## src/hw/afc_pkg.sv

```systemverilog
/*
 Shared constants for the translation cache flush controller: register map,
 reset values, instruction word layouts and variant encodings.
 Assumes a single processor clock and a synchronous active high reset.
*/
// Summary of operation
// Single form mode selects all, code, code+address
// Mask ones pick compared function code bits
// Address flush kills one page per code
// Flush-all issuer sends zero mask and code
// Code source: immediate, data register, source, destination
// Only control alterable address modes are accepted
// Computed address itself is the flushed address
// User state traps, touches no entry
// Dual form flushes both caches together
// Dual page flush matches address and destination
// Destination code 1,2 user; 5,6 supervisor
// Non-global variants keep global entries intact
// Opmode: page-nonglobal, page, all-nonglobal, all
// Opmode in bits 4:3, register in 2:0
// Cacheless variant stalls, then does nothing
// Flush completes before the next translation
package afc_pkg;
   // Register byte offsets on the Avalon-MM slave
   localparam logic [3:0] AFC_OFS_CTRL = 4'h0;
   localparam logic [3:0] AFC_OFS_STATUS = 4'h4;
   localparam logic [3:0] AFC_OFS_COUNT = 4'h8;
   localparam logic [3:0] AFC_OFS_STALL = 4'hc;
   // Control register: variant select in the low bits
   localparam int AFC_CTRL_VAR_LSB = 0;
   localparam logic [1:0] AFC_CTRL_RST = 2'h0;
   // Status bit positions
   localparam int AFC_STAT_BUSY = 0;
   localparam int AFC_STAT_IANY = 1;
   localparam int AFC_STAT_DANY = 2;
   // Stall length for the cacheless variant, in clocks
   localparam logic [15:0] AFC_STALL_RST = 16'h0010;
   // Device variants
   typedef enum logic [1:0] {
      afc_var_single,
      afc_var_dual,
      afc_var_none
   } afc_variant_t;
   // Single-cache form words
   localparam logic [9:0] AFC_SGL_PFX = 10'h3c0;
   localparam logic [2:0] AFC_SGL_EXT_PFX = 3'h1;
   localparam logic [2:0] AFC_MODE_ALL = 3'h1;
   localparam logic [2:0] AFC_MODE_FC = 3'h4;
   localparam logic [2:0] AFC_MODE_FC_EA = 3'h6;
   localparam logic [1:0] AFC_FCSRC_IMM = 2'h2;
   localparam logic [1:0] AFC_FCSRC_DREG = 2'h1;
   localparam logic [4:0] AFC_FCSRC_SRC = 5'h00;
   localparam logic [4:0] AFC_FCSRC_DST = 5'h01;
   // Effective address modes allowed for the page flush
   localparam logic [2:0] AFC_EA_IND = 3'h2;
   localparam logic [2:0] AFC_EA_DISP = 3'h5;
   localparam logic [2:0] AFC_EA_IDX = 3'h6;
   localparam logic [2:0] AFC_EA_ABS = 3'h7;
   localparam logic [2:0] AFC_EA_ABS_W = 3'h0;
   localparam logic [2:0] AFC_EA_ABS_L = 3'h1;
   // Dual-cache form word
   localparam logic [10:0] AFC_DUAL_PFX = 11'h7a8;
   localparam logic [1:0] AFC_OPM_PAGE_NG = 2'h0;
   localparam logic [1:0] AFC_OPM_PAGE = 2'h1;
   localparam logic [1:0] AFC_OPM_ALL_NG = 2'h2;
   localparam logic [1:0] AFC_OPM_ALL = 2'h3;
   localparam logic [2:0] AFC_MASK_FULL = 3'h7;
endpackage

```

## src/hw/afc_atc_bank.sv

```systemverilog
/*
 One address translation cache bank: entry array, round-robin fill,
 masked invalidation and lookup.
 Assumes fill, flush and lookup come from logic on the same clock.
*/
`timescale 1ns/1ps
module afc_atc_bank import afc_pkg::*; #(
   parameter int ENTRIES = 8,
   parameter int PAGE_W = 20
) (
   input wire logic clock_i,
   input wire logic sys_rst_i,
   input wire logic fill_i,
   input wire logic fill_global_i,
   input wire logic [2:0] fill_fc_i,
   input wire logic [PAGE_W-1:0] fill_page_i,
   input wire logic flush_i,
   input wire logic [2:0] flush_fc_i,
   input wire logic [2:0] flush_mask_i,
   input wire logic [PAGE_W-1:0] flush_page_i,
   input wire logic flush_use_page_i,
   input wire logic flush_keep_glb_i,
   input wire logic [2:0] look_fc_i,
   input wire logic [PAGE_W-1:0] look_page_i,
   output logic hit_o,
   output logic any_valid_o
);
   localparam int PTR_W = (ENTRIES > 1) ? $clog2(ENTRIES) : 1;
   localparam logic [PTR_W-1:0] PTR_LAST = PTR_W'(ENTRIES - 1);

   // One cached translation
   typedef struct packed {
      logic valid;
      logic glb;
      logic [2:0] fc;
      logic [PAGE_W-1:0] page;
   } afc_entry_t;

   // Whole bank state
   typedef struct packed {
      afc_entry_t [ENTRIES-1:0] ent;
      logic [PTR_W-1:0] ptr;
   } afc_bank_t;

   afc_bank_t r; // Registered state
   afc_bank_t n; // Next state
   logic [ENTRIES-1:0] hit_vec; // Per-entry lookup match
   logic [ENTRIES-1:0] val_vec; // Per-entry valid

   // Fill first, then flush: an entry filled during the flush cycle is
   // caught too, so nothing stale survives the command
   always_comb begin
      n = r;
      if (fill_i) begin
         n.ent[r.ptr] = '{1'b1, fill_global_i, fill_fc_i, fill_page_i};
         n.ptr = (r.ptr == PTR_LAST) ? '0 : PTR_W'(r.ptr + 1'b1);
      end
      if (flush_i) begin
         for (int k = 0; k < ENTRIES; k++) begin
            // Compare only where the mask holds ones
            if (((n.ent[k].fc & flush_mask_i) ==
                 (flush_fc_i & flush_mask_i)) &&
                (!flush_use_page_i || n.ent[k].page == flush_page_i) &&
                !(flush_keep_glb_i && n.ent[k].glb)) begin
               n.ent[k].valid = 1'b0;
            end
         end
      end
   end

   // Lookup and occupancy vectors
   for (genvar g = 0; g < ENTRIES; g++) begin : g_ent
      assign hit_vec[g] = r.ent[g].valid && r.ent[g].fc == look_fc_i &&
                          r.ent[g].page == look_page_i;
      assign val_vec[g] = r.ent[g].valid;
   end
   assign hit_o = |hit_vec;
   assign any_valid_o = |val_vec;

   // State register
   always_ff @(posedge clock_i) begin
      if (sys_rst_i) begin
         r <= '0;
      end else begin
         r <= n;
      end
   end
endmodule // afc_atc_bank

```

## src/hw/afc_flush_ctrl.sv

```systemverilog
/*
 Translation cache flush controller: decodes flush commands from the
 integer unit, invalidates entries in one or two cache banks, answers
 translation lookups, and exposes control and status over Avalon-MM.
 Assumes commands, fills and lookups come from logic on clock_i; the
 integer unit supplies the computed effective address and register values.
*/
// Chosen here: the register offsets and register access over Avalon-MM.
`timescale 1ns/1ps
module afc_flush_ctrl import afc_pkg::*; #(
   parameter int ENTRIES = 8,
   parameter int PAGE_W = 20
) (
   input wire logic clock_i,
   input wire logic sys_rst_i,
   // Avalon-MM slave
   input wire logic [3:0] avs_address_i,
   input wire logic avs_read_i,
   input wire logic avs_write_i,
   input wire logic [31:0] avs_writedata_i,
   output logic [31:0] avs_readdata_o,
   output logic avs_waitrequest_o,
   // Decoded command from the integer unit
   input wire logic cmd_valid_i,
   input wire logic cmd_supervisor_i,
   input wire logic [15:0] cmd_op_i,
   input wire logic [15:0] cmd_ext_i,
   input wire logic [31:0] cmd_ea_i,
   input wire logic [7:0][2:0] data_reg_low_i,
   input wire logic [7:0][31:0] address_register_i,
   input wire logic [2:0] source_space_code_reg_i,
   input wire logic [2:0] destination_space_code_reg_i,
   output logic cmd_ready_o,
   output logic cmd_done_o,
   output logic priv_trap_o,
   output logic illegal_o,
   // Table walker fill
   input wire logic fill_valid_i,
   input wire logic fill_instr_i,
   input wire logic fill_global_i,
   input wire logic [2:0] fill_fc_i,
   input wire logic [31:0] fill_addr_i,
   // Translation lookup
   input wire logic lookup_valid_i,
   input wire logic lookup_instr_i,
   input wire logic [2:0] lookup_fc_i,
   input wire logic [31:0] lookup_addr_i,
   output logic lookup_ready_o,
   output logic lookup_ack_o,
   output logic lookup_hit_o
);
   // Controller states
   typedef enum logic [1:0] {
      afc_idle,
      afc_exec,
      afc_stall
   } afc_state_t;

   // All controller state
   typedef struct packed {
      afc_state_t st;
      logic ready;
      logic done;
      logic trap;
      logic illegal;
      logic look_rdy;
      logic look_ack;
      logic look_hit;
      logic flush_en;
      logic f_both;
      logic [2:0] f_fc;
      logic [2:0] f_mask;
      logic [PAGE_W-1:0] f_page;
      logic f_use_page;
      logic f_keep_glb;
      logic [1:0] variant;
      logic [15:0] stall_ld;
      logic [15:0] stall_cnt;
      logic [15:0] count;
      logic waitreq;
      logic [31:0] rdata;
   } afc_regs_t;

   afc_regs_t r; // Registered state
   afc_regs_t n; // Next state

   logic hit_i; // Instruction bank hit
   logic hit_d; // Data bank hit
   logic any_i; // Instruction bank holds entries
   logic any_d; // Data bank holds entries

   // Single-form fields
   logic sgl_ok; // Opcode and extension prefixes match
   logic [2:0] ea_mode; // Effective address mode
   logic [2:0] ea_reg; // Effective address register
   logic [2:0] s_mode; // Flush mode field
   logic [2:0] s_mask; // Function code mask
   logic [4:0] s_fcf; // Function code source field
   logic ea_ok; // Address mode is control alterable
   logic fc_ok; // Function code source is legal
   logic [2:0] fc_val; // Resolved function code
   logic mode_ok; // Mode field is one we implement
   // Dual-form fields
   logic dual_ok; // Dual opcode prefix matches
   logic [1:0] opm; // Opmode
   logic [2:0] an_sel; // Address register select
   logic accept; // Command taken this cycle

   assign accept = cmd_valid_i && r.ready;

   // Single form decode
   assign sgl_ok = cmd_op_i[15:6] == AFC_SGL_PFX &&
                   cmd_ext_i[15:13] == AFC_SGL_EXT_PFX &&
                   cmd_ext_i[9:8] == 2'h0;
   assign ea_mode = cmd_op_i[5:3];
   assign ea_reg = cmd_op_i[2:0];
   assign s_mode = cmd_ext_i[12:10];
   assign s_mask = cmd_ext_i[7:5];
   assign s_fcf = cmd_ext_i[4:0];
   // Postincrement, predecrement, direct, immediate, PC modes refused
   assign ea_ok = ea_mode == AFC_EA_IND || ea_mode == AFC_EA_DISP ||
                  ea_mode == AFC_EA_IDX ||
                  (ea_mode == AFC_EA_ABS &&
                   (ea_reg == AFC_EA_ABS_W || ea_reg == AFC_EA_ABS_L));
   assign mode_ok = s_mode == AFC_MODE_ALL || s_mode == AFC_MODE_FC ||
                    (s_mode == AFC_MODE_FC_EA && ea_ok);

   // Function code source
   always_comb begin
      fc_ok = 1'b1;
      fc_val = 3'h0;
      if (s_fcf[4:3] == AFC_FCSRC_IMM) begin
         fc_val = s_fcf[2:0];
      end else if (s_fcf[4:3] == AFC_FCSRC_DREG) begin
         fc_val = data_reg_low_i[s_fcf[2:0]];
      end else if (s_fcf == AFC_FCSRC_SRC) begin
         fc_val = source_space_code_reg_i;
      end else if (s_fcf == AFC_FCSRC_DST) begin
         fc_val = destination_space_code_reg_i;
      end else begin
         fc_ok = 1'b0; // Other codes have no meaning
      end
   end

   // Dual form decode
   assign dual_ok = cmd_op_i[15:5] == AFC_DUAL_PFX;
   assign opm = cmd_op_i[4:3];
   assign an_sel = cmd_op_i[2:0];

   // Next-state logic: bus slave, lookup port and command sequencer
   always_comb begin
      n = r;
      n.done = 1'b0;
      n.trap = 1'b0;
      n.illegal = 1'b0;
      n.look_ack = 1'b0;
      n.flush_en = 1'b0;
      // Bus: one wait cycle, then answer for exactly one cycle
      if ((avs_read_i || avs_write_i) && r.waitreq) begin
         n.waitreq = 1'b0;
         unique case (avs_address_i)
            AFC_OFS_CTRL: n.rdata = {30'h0, r.variant};
            AFC_OFS_STATUS: n.rdata = {29'h0, any_d, any_i, r.st != afc_idle};
            AFC_OFS_COUNT: n.rdata = {16'h0, r.count};
            AFC_OFS_STALL: n.rdata = {16'h0, r.stall_ld};
            default: n.rdata = 32'h0; // Unmapped reads as zero
         endcase
      end else begin
         n.waitreq = 1'b1;
      end
      // Write lands at the edge where waitrequest is seen low
      if (avs_write_i && !r.waitreq) begin
         unique case (avs_address_i)
            AFC_OFS_CTRL: n.variant = avs_writedata_i[AFC_CTRL_VAR_LSB +: 2];
            AFC_OFS_COUNT: n.count = 16'h0; // Any write clears except in the cycle a flush completes
            AFC_OFS_STALL: n.stall_ld = avs_writedata_i[15:0];
            default: ; // Status and unmapped ignore writes
         endcase
      end
      // Lookups only while no flush is pending
      if (lookup_valid_i && r.look_rdy) begin
         n.look_ack = 1'b1;
         n.look_hit = lookup_instr_i ? hit_i : hit_d;
      end
      // Command sequencer
      unique case (r.st)
         afc_idle: begin
            if (accept) begin
               if (!cmd_supervisor_i) begin
                  n.trap = 1'b1;
               end else if (r.variant == afc_var_single) begin
                  if (sgl_ok && mode_ok && (fc_ok || s_mode == AFC_MODE_ALL))
                  begin
                     n.flush_en = 1'b1;
                     n.f_both = 1'b0;
                     n.f_keep_glb = 1'b0;
                     // Flush-all ignores mask and code fields
                     n.f_mask = (s_mode == AFC_MODE_ALL) ? 3'h0 : s_mask;
                     n.f_fc = fc_val;
                     n.f_use_page = s_mode == AFC_MODE_FC_EA;
                     // The address itself, never memory behind it
                     n.f_page = cmd_ea_i[31 -: PAGE_W];
                  end else begin
                     n.illegal = 1'b1;
                  end
               end else if (dual_ok) begin
                  if (r.variant == afc_var_dual) begin
                     n.flush_en = 1'b1;
                     n.f_both = 1'b1;
                     n.f_fc = destination_space_code_reg_i;
                     n.f_mask = AFC_MASK_FULL;
                     n.f_page = address_register_i[an_sel][31 -: PAGE_W];
                     n.f_use_page = opm == AFC_OPM_PAGE_NG ||
                                    opm == AFC_OPM_PAGE;
                     n.f_keep_glb = opm == AFC_OPM_PAGE_NG ||
                                    opm == AFC_OPM_ALL_NG;
                     // Flush-all forms ignore the code entirely
                     if (opm == AFC_OPM_ALL || opm == AFC_OPM_ALL_NG) begin
                        n.f_mask = 3'h0;
                     end
                  end else begin
                     // No caches: stall, then carry on
                     n.st = afc_stall;
                     n.stall_cnt = r.stall_ld;
                  end
               end else begin
                  n.illegal = 1'b1;
               end
               if (n.flush_en) begin
                  n.st = afc_exec;
               end
               if (n.st != afc_idle) begin
                  n.ready = 1'b0;
                  n.look_rdy = 1'b0;
               end
            end
         end
         afc_exec: begin
            // Banks invalidate at this edge; lookups reopen after it
            n.st = afc_idle;
            n.done = 1'b1;
            n.ready = 1'b1;
            n.look_rdy = 1'b1;
            n.count = r.count + 16'h1;
         end
         afc_stall: begin
            if (r.stall_cnt == 16'h0) begin
               n.st = afc_idle;
               n.done = 1'b1;
               n.ready = 1'b1;
               n.look_rdy = 1'b1;
            end else begin
               n.stall_cnt = r.stall_cnt - 16'h1;
            end
         end
         default: begin
            // Unused state code recovers to idle
            n.st = afc_idle;
            n.ready = 1'b1;
            n.look_rdy = 1'b1;
         end
      endcase
   end

   // State register; waitrequest and ready rise out of reset
   always_ff @(posedge clock_i) begin
      if (sys_rst_i) begin
         r <= '0;
         r.ready <= 1'b1;
         r.look_rdy <= 1'b1;
         r.waitreq <= 1'b1;
         r.variant <= AFC_CTRL_RST;
         r.stall_ld <= AFC_STALL_RST;
      end else begin
         r <= n;
      end
   end

   // Instruction bank: only the dual form reaches it
   afc_atc_bank #(.ENTRIES(ENTRIES), .PAGE_W(PAGE_W)) u_ibank (
      .clock_i(clock_i),
      .sys_rst_i(sys_rst_i),
      .fill_i(fill_valid_i && fill_instr_i),
      .fill_global_i(fill_global_i),
      .fill_fc_i(fill_fc_i),
      .fill_page_i(fill_addr_i[31 -: PAGE_W]),
      .flush_i(r.flush_en && r.f_both),
      .flush_fc_i(r.f_fc),
      .flush_mask_i(r.f_mask),
      .flush_page_i(r.f_page),
      .flush_use_page_i(r.f_use_page),
      .flush_keep_glb_i(r.f_keep_glb),
      .look_fc_i(lookup_fc_i),
      .look_page_i(lookup_addr_i[31 -: PAGE_W]),
      .hit_o(hit_i),
      .any_valid_o(any_i)
   );

   // Data bank: both the single and the dual form reach it
   afc_atc_bank #(.ENTRIES(ENTRIES), .PAGE_W(PAGE_W)) u_dbank (
      .clock_i(clock_i),
      .sys_rst_i(sys_rst_i),
      .fill_i(fill_valid_i && !fill_instr_i),
      .fill_global_i(fill_global_i),
      .fill_fc_i(fill_fc_i),
      .fill_page_i(fill_addr_i[31 -: PAGE_W]),
      .flush_i(r.flush_en),
      .flush_fc_i(r.f_fc),
      .flush_mask_i(r.f_mask),
      .flush_page_i(r.f_page),
      .flush_use_page_i(r.f_use_page),
      .flush_keep_glb_i(r.f_keep_glb),
      .look_fc_i(lookup_fc_i),
      .look_page_i(lookup_addr_i[31 -: PAGE_W]),
      .hit_o(hit_d),
      .any_valid_o(any_d)
   );

   // Outputs straight from the state register
   assign avs_readdata_o = r.rdata;
   assign avs_waitrequest_o = r.waitreq;
   assign cmd_ready_o = r.ready;
   assign cmd_done_o = r.done;
   assign priv_trap_o = r.trap;
   assign illegal_o = r.illegal;
   assign lookup_ready_o = r.look_rdy;
   assign lookup_ack_o = r.look_ack;
   assign lookup_hit_o = r.look_hit;

   // User state: trap next cycle, no flush ever started
   property p_user_trap;
      @(posedge clock_i) disable iff (sys_rst_i)
      accept && !cmd_supervisor_i |=> priv_trap_o && !r.flush_en;
   endproperty
   a_user_trap: assert property (p_user_trap)
      else $error("user flush did not trap");

   // Flush-all in single form clears every data entry two edges later
   property p_sgl_all;
      @(posedge clock_i) disable iff (sys_rst_i)
      accept && cmd_supervisor_i && r.variant == afc_var_single &&
      sgl_ok && s_mode == AFC_MODE_ALL |-> ##2 !any_d;
   endproperty
   a_sgl_all: assert property (p_sgl_all)
      else $error("flush all left data entries");

   // Mask is carried to the banks unchanged in code mode
   property p_mask_pass;
      @(posedge clock_i) disable iff (sys_rst_i)
      accept && cmd_supervisor_i && r.variant == afc_var_single &&
      sgl_ok && s_mode == AFC_MODE_FC && fc_ok
      |=> r.flush_en && r.f_mask == $past(s_mask) && !r.f_use_page;
   endproperty
   a_mask_pass: assert property (p_mask_pass)
      else $error("function code mask not applied");

   // Postincrement address mode is refused
   property p_bad_ea;
      @(posedge clock_i) disable iff (sys_rst_i)
      accept && cmd_supervisor_i && r.variant == afc_var_single &&
      s_mode == AFC_MODE_FC_EA && ea_mode == 3'h3
      |=> illegal_o && !r.flush_en && cmd_ready_o;
   endproperty
   a_bad_ea: assert property (p_bad_ea)
      else $error("bad address mode not refused");

   // Destination code source selects the destination register
   property p_fc_dst;
      @(posedge clock_i) disable iff (sys_rst_i)
      accept && cmd_supervisor_i && r.variant == afc_var_single &&
      sgl_ok && s_mode == AFC_MODE_FC && s_fcf == AFC_FCSRC_DST
      |=> r.f_fc == $past(destination_space_code_reg_i);
   endproperty
   a_fc_dst: assert property (p_fc_dst)
      else $error("destination code source wrong");

   // Dual flush-all empties both banks
   property p_dual_all;
      @(posedge clock_i) disable iff (sys_rst_i)
      accept && cmd_supervisor_i && r.variant == afc_var_dual &&
      dual_ok && opm == AFC_OPM_ALL |-> ##2 (!any_i && !any_d);
   endproperty
   a_dual_all: assert property (p_dual_all)
      else $error("dual flush all left entries");

   // Non-global variants keep global entries
   property p_keep_glb;
      @(posedge clock_i) disable iff (sys_rst_i)
      accept && cmd_supervisor_i && r.variant == afc_var_dual && dual_ok &&
      (opm == AFC_OPM_ALL_NG || opm == AFC_OPM_PAGE_NG)
      |=> r.f_keep_glb && r.f_both;
   endproperty
   a_keep_glb: assert property (p_keep_glb)
      else $error("global entries not protected");

   // Page flush enables the page match and takes the destination code
   property p_dual_page;
      @(posedge clock_i) disable iff (sys_rst_i)
      accept && cmd_supervisor_i && r.variant == afc_var_dual &&
      dual_ok && opm == AFC_OPM_PAGE
      |=> r.f_use_page && !r.f_keep_glb &&
          r.f_fc == $past(destination_space_code_reg_i);
   endproperty
   a_dual_page: assert property (p_dual_page)
      else $error("page flush fields wrong");

   // No lookup is served between acceptance and completion
   property p_no_look;
      @(posedge clock_i) disable iff (sys_rst_i)
      r.flush_en |-> !lookup_ready_o ##1 (cmd_done_o && lookup_ready_o);
   endproperty
   a_no_look: assert property (p_no_look)
      else $error("lookup open during flush");

   // Cacheless variant never invalidates
   property p_none_idle;
      @(posedge clock_i) disable iff (sys_rst_i)
      r.st == afc_stall |-> !r.flush_en && !cmd_ready_o;
   endproperty
   a_none_idle: assert property (p_none_idle)
      else $error("cacheless variant flushed");
endmodule // afc_flush_ctrl

```

## config.mk

```make
export PLATFORM = sky130hd
export DESIGN_NAME = afc_flush_ctrl
export DESIGN_NICKNAME = d
export VERILOG_FILES = /design/src/hw/afc_pkg.sv /design/src/hw/afc_atc_bank.sv /design/src/hw/afc_flush_ctrl.sv
export SDC_FILE = /design/constraint.sdc
export NUM_CORES = 2
export LEC_CHECK = 0
export BUFFER_PORTS_ARGS = -buffer_cell sky130_fd_sc_hd__buf_2
export CAP_MARGIN = 20
export CORE_MARGIN = 5
export CORE_UTILIZATION = 55
export DETAILED_ROUTE_END_ITERATION = 8
export PLACE_DENSITY = 0.8
export SKIP_LAST_GASP = 1
export SLEW_MARGIN = 20
export SYNTH_ARGS = -nofsm -noshare
export SYNTH_HDL_FRONTEND = slang
export SYNTH_SLANG_ARGS = --single-unit
```

## constraint.sdc

```tcl
create_clock -name clock_i -period 4.01 [get_ports clock_i]
set_input_delay 1.0025 -clock clock_i [delete_from_list [all_inputs] [get_ports clock_i]]
set_output_delay 1.0025 -clock clock_i [all_outputs]
set_load 0.005 [all_outputs]
```

==> flow_results.xml <==
<?xml version="1.0" encoding="UTF-8"?>
<metrics>
  <group name="status">
    <metric name="outcome" unit="">completed</metric>
  </group>
  <group name="power">
    <metric name="power.leakage" unit="nW">14.71</metric>
    <metric name="irDropWorstVdd" unit="V">0.0003411</metric>
    <metric name="p_total" unit="W">0.01171</metric>
    <metric name="powerDensity" unit="nW/um^2">334.7</metric>
  </group>
  <group name="routing">
    <metric name="wl_per_cell" unit="um">26.95</metric>
    <metric name="firstDrtPassIters" unit="">8</metric>
    <metric name="drt_iter0_markers" unit="">5407</metric>
    <metric name="postRouteAntennaNets" unit="">0</metric>
    <metric name="post-route-drc-count" unit="">0</metric>
    <metric name="vias" unit="">30680</metric>
    <metric name="routed_wirelength" unit="mm">124.1</metric>
    <metric name="vias_per_cell" unit="">6.661</metric>
  </group>
  <group name="setup_path">
    <metric name="critPathMaxStageDelay" unit="ns">0.62</metric>
    <metric name="kind_of_cell_adding_the_most_delay_to_the_critical_path" unit="">simple AND/OR/NAND/NOR gates</metric>
    <metric name="crit_path_max_fanout" unit="">18</metric>
    <metric name="r2r_setup_slack" unit="ns">0.75</metric>
    <metric name="crit_chain" unit="">nand2b_1 -&gt; nor2_2 -&gt; buf_4 -&gt; mux2i_1 -&gt; xor2_1 -&gt; nand4_1 -&gt; o41ai_1 -&gt; a31oi_1</metric>
    <metric name="r2r_end" unit="">u_ibank.r[152]</metric>
    <metric name="timing_worst_setup_path_type" unit="">reg2reg</metric>
    <metric name="r2r_worst_path_depth" unit="">8</metric>
    <metric name="timing.critical_path.buf_inv" unit="">1</metric>
    <metric name="timing.critical_path.from_type" unit="">flip-flop</metric>
    <metric name="slowest_stage" unit="">sky130_fd_sc_hd__dfxtp_1</metric>
    <metric name="worstPathRequired" unit="ns">4.49</metric>
    <metric name="r2r-start" unit="">u_ibank.r[0]</metric>
    <metric name="worst_ep_arrival_time" unit="ns">3.74</metric>
    <metric name="worst_setup_path_end_kind" unit="">flip-flop</metric>
    <metric name="crit_cells" unit="">8</metric>
  </group>
  <group name="yosys">
    <metric name="synth_compound_area_frac" unit="">0.1240</metric>
    <metric name="post-synth-top-count-cell" unit="">sky130_fd_sc_hd__dfxtp_1</metric>
    <metric name="fraction_of_synthesized_area_in_multiplexers" unit="">0.1265</metric>
    <metric name="synth_top_flop_cell" unit="">sky130_fd_sc_hd__dfxtp_1</metric>
    <metric name="syn_area" unit="sq um">31060</metric>
    <metric name="synthAdderAreaFrac" unit="">0.003625</metric>
    <metric name="synthTopCellsByCount" unit="">sky130_fd_sc_hd__dfxtp_1 (512), sky130_fd_sc_hd__xor2_1 (440), sky130_fd_sc_hd__nor2_1 (372)</metric>
    <metric name="synth_largest_area_cell" unit="">sky130_fd_sc_hd__dfxtp_1</metric>
    <metric name="number_of_synthesized_flops_with_an_enable_pin" unit="">0</metric>
    <metric name="seq_area_frac_synth" unit="">0.3300</metric>
    <metric name="yosys_register_bits" unit="">512</metric>
    <metric name="syn-mean-instance-area" unit="sq um">8.595</metric>
    <metric name="synthCells" unit="">3614</metric>
    <metric name="synth_top_cells_by_area" unit="">sky130_fd_sc_hd__dfxtp_1 (33%), sky130_fd_sc_hd__xor2_1 (12%), sky130_fd_sc_hd__mux2i_1 (8.4%)</metric>
    <metric name="ys_async_sr_fraction" unit="">0</metric>
    <metric name="synthDominantCellAreaShare" unit="">0.3300</metric>
    <metric name="post_synth_and_or_nand_nor_area_fraction" unit="">0.1849</metric>
    <metric name="synth_xor_area_frac" unit="">0.1720</metric>
    <metric name="count_of_warnings_emitted_by_yosys" unit="">0</metric>
    <metric name="synth_top_family_by_area" unit="">simple AND/OR/NAND/NOR gates</metric>
    <metric name="netlist-cell-type-count" unit="">79</metric>
  </group>
  <group name="clock_network">
    <metric name="numClockSinks" unit="">512</metric>
    <metric name="tritoncts_clock_tree" unit="">yes</metric>
    <metric name="cts_htree_levels" unit="">2</metric>
    <metric name="max-clock-path-buffers" unit="">3</metric>
    <metric name="clkLatencyLatePin" unit="ns">0.64</metric>
    <metric name="cts_buffers" unit="">55</metric>
    <metric name="clk_root_buffer_cell" unit="">sky130_fd_sc_hd__clkbuf_16</metric>
    <metric name="postCtsSetupBuffers" unit="">0</metric>
    <metric name="cts_resized" unit="">0</metric>
    <metric name="worst_setup_hold_path_clk_slew" unit="ns">0.06</metric>
    <metric name="post_cts_hold_buffer_count" unit="">0</metric>
  </group>
  <group name="finish">
    <metric name="layout-drive-gt1-share" unit="">0.1753</metric>
    <metric name="nFillCells" unit="">4792</metric>
    <metric name="final_net_count" unit="">4280</metric>
    <metric name="layout-area-overhead-vs-synth" unit="%">12.58</metric>
  </group>
  <group name="floorplanning">
    <metric name="fp.coreArea" unit="sq um">56170</metric>
    <metric name="die-area" unit="sq um">61330</metric>
    <metric name="i_o_pin_total" unit="">507</metric>
    <metric name="die_w" unit="um">247.7</metric>
    <metric name="die_height" unit="um">247.7</metric>
    <metric name="site_row_count" unit="">87</metric>
    <metric name="start_util" unit="">0.5530</metric>
  </group>
  <group name="timing">
    <metric name="final-setup-viol-count" unit="">0</metric>
    <metric name="fin_worst_hold_slack" unit="ns">0.4796</metric>
    <metric name="maxSlewViolCount" unit="">0</metric>
    <metric name="final_period_minus_worst_setup_slack" unit="ns">3.261</metric>
    <metric name="timing.clock.skew" unit="ns">0.03202</metric>
    <metric name="worst-slew-pin-transition" unit="ns">1.408</metric>
    <metric name="relSlewSlack" unit="">0.06017</metric>
    <metric name="timing.fmax" unit="MHz">306.6</metric>
    <metric name="layout_worst_path_cycle_share" unit="">0.8133</metric>
    <metric name="grt_setup_unrepaired" unit="">false</metric>
    <metric name="timing.final.ws_setup" unit="ns">0.7488</metric>
    <metric name="tns" unit="ns">0</metric>
    <metric name="final-hold-violation-count" unit="">0</metric>
  </group>
  <group name="worst_hold_path">
    <metric name="worst_hold_path.num_cells" unit="">2</metric>
    <metric name="min-delay-start" unit="">r[50]</metric>
    <metric name="timing.hold.worst.class" unit="">reg2reg</metric>
    <metric name="hold-path-endpoint" unit="">r[50]</metric>
  </group>
  <group name="global_route">
    <metric name="global_route.overflow_total" unit="">0</metric>
    <metric name="grt_antenna_before_repair" unit="">5</metric>
    <metric name="gr-usage-all-layers" unit="">0.3854</metric>
    <metric name="first_global_vias" unit="">28750</metric>
    <metric name="largest_net_degree_at_the_start_of_global_routing" unit="">146</metric>
    <metric name="grt_pass1_wl" unit="mm">178.6</metric>
  </group>
  <group name="placed_design">
    <metric name="port_buffers" unit="">342</metric>
    <metric name="place_worst_setup_slack" unit="ns">0.2528</metric>
    <metric name="place.detailed.hpwl" unit="mm">83.94</metric>
    <metric name="routabilityCongestion" unit="">1.042</metric>
  </group>
  <group name="run">
    <metric name="cap_violations" unit="">0</metric>
  </group>
</metrics>
-- metal layers --
layer / GRT usage / share of wire / vias to the layer above / wire length, um
li1: - / - / 13200 / -
met5: 0 / 0.00027 / - / 34
met1: 0.4806 / 0.34 / 14300 / 41970
met2: 0.5533 / 0.41 / 2491 / 50630
met4: 0.2846 / 0.096 / 2 / 11910
met3: 0.1289 / 0.16 / 689 / 19570
-- cells in the final DEF (no fill, tap or decap), drive strengths merged, types with 133 or more instances in the layout --
cell type	count
dfxtp	512
buf	476
xor2	440
nor2	384
a21oi	346
mux2i	261
xnor2	170
o21ai	156
nand3	151
nor4	138
and3	133
-- how the worst max path moves through the flow --
stage	end	from	slack (ns)
6_report	u_ibank.r[152]	u_ibank.r[0]	0.75
5_1_grt	u_ibank.r[152]	u_ibank.r[0]	0.71
4_1_cts	u_ibank.r[152]	u_ibank.r[0]	0.85
3_5_place_dp	u_ibank.r[152]	fill_instr_i	0.25
3_3_place_gp	u_ibank.r[152]	fill_instr_i	0.27
2_1_floorplan	r[100]	cmd_op_i[0]	0.95
-- worst min-delay path, cell delays in order, from the launching register on --
cell                      delay, ns
sky130_fd_sc_hd__dfxtp_1       0.32
sky130_fd_sc_hd__nand2_1       0.06
sky130_fd_sc_hd__a21oi_1       0.05
-- metrics by stage --
stage | cell area (sq um) | utilization | std cells
5_1_grt | 34970 | 0.6225 | 4604
2_1_floorplan | 31120 | - | 3629
6_report | 34970 | 0.6226 | 4605
4_1_cts | 34960 | 0.6223 | 4600
3_3_place_gp | 33170 | 0.5906 | 4503
3_5_place_dp | 33170 | 0.5906 | 4503
-- power breakdown --
| group | switching [W] | internal [W] | leakage [nW] |
|---|---|---|---|
| clock | 0.00217 | 0.00296 | 0.883 |
| sequential | 0.0000390 | 0.00513 | 4.13 |
| combinational | 0.000895 | 0.000503 | 9.69 |
-- kinds of logic (layout without fill, tap and decap cells) --
logic type	count (synthesis)	in the layout
other cells	1	21
mux	332	332
xor+xnor	610	610
fa+ha+maj	9	9
simple gates	1114	1114
buf+inv	371	586
flops	512	512
compound gates	665	665
-- layout make-up --
type | count | area [sq um] | share of cell area
Multi-Input combinational cell | 2746 | 19040 | 0.5446
Clock inverter | 14 | 160.2 | 0.004580
Clock buffer | 83 | 1623 | 0.04641
Antenna cell | 5 | 12.51 | 0.0003578
Tap cell | 756 | 945.9 | 0.02705
Sequential cell | 512 | 10260 | 0.2933
Inverter | 13 | 48.80 | 0.001395
Timing Repair Buffer | 476 | 2878 | 0.08229
-- state kept, by name (all words and copies together) (netlist names), 16 cells and up --
signal	count
u_dbank.r	203
u_ibank.r	203
r	82
avs_readdata_o	16
Note: power is estimated with default switching activity, not from simulation.
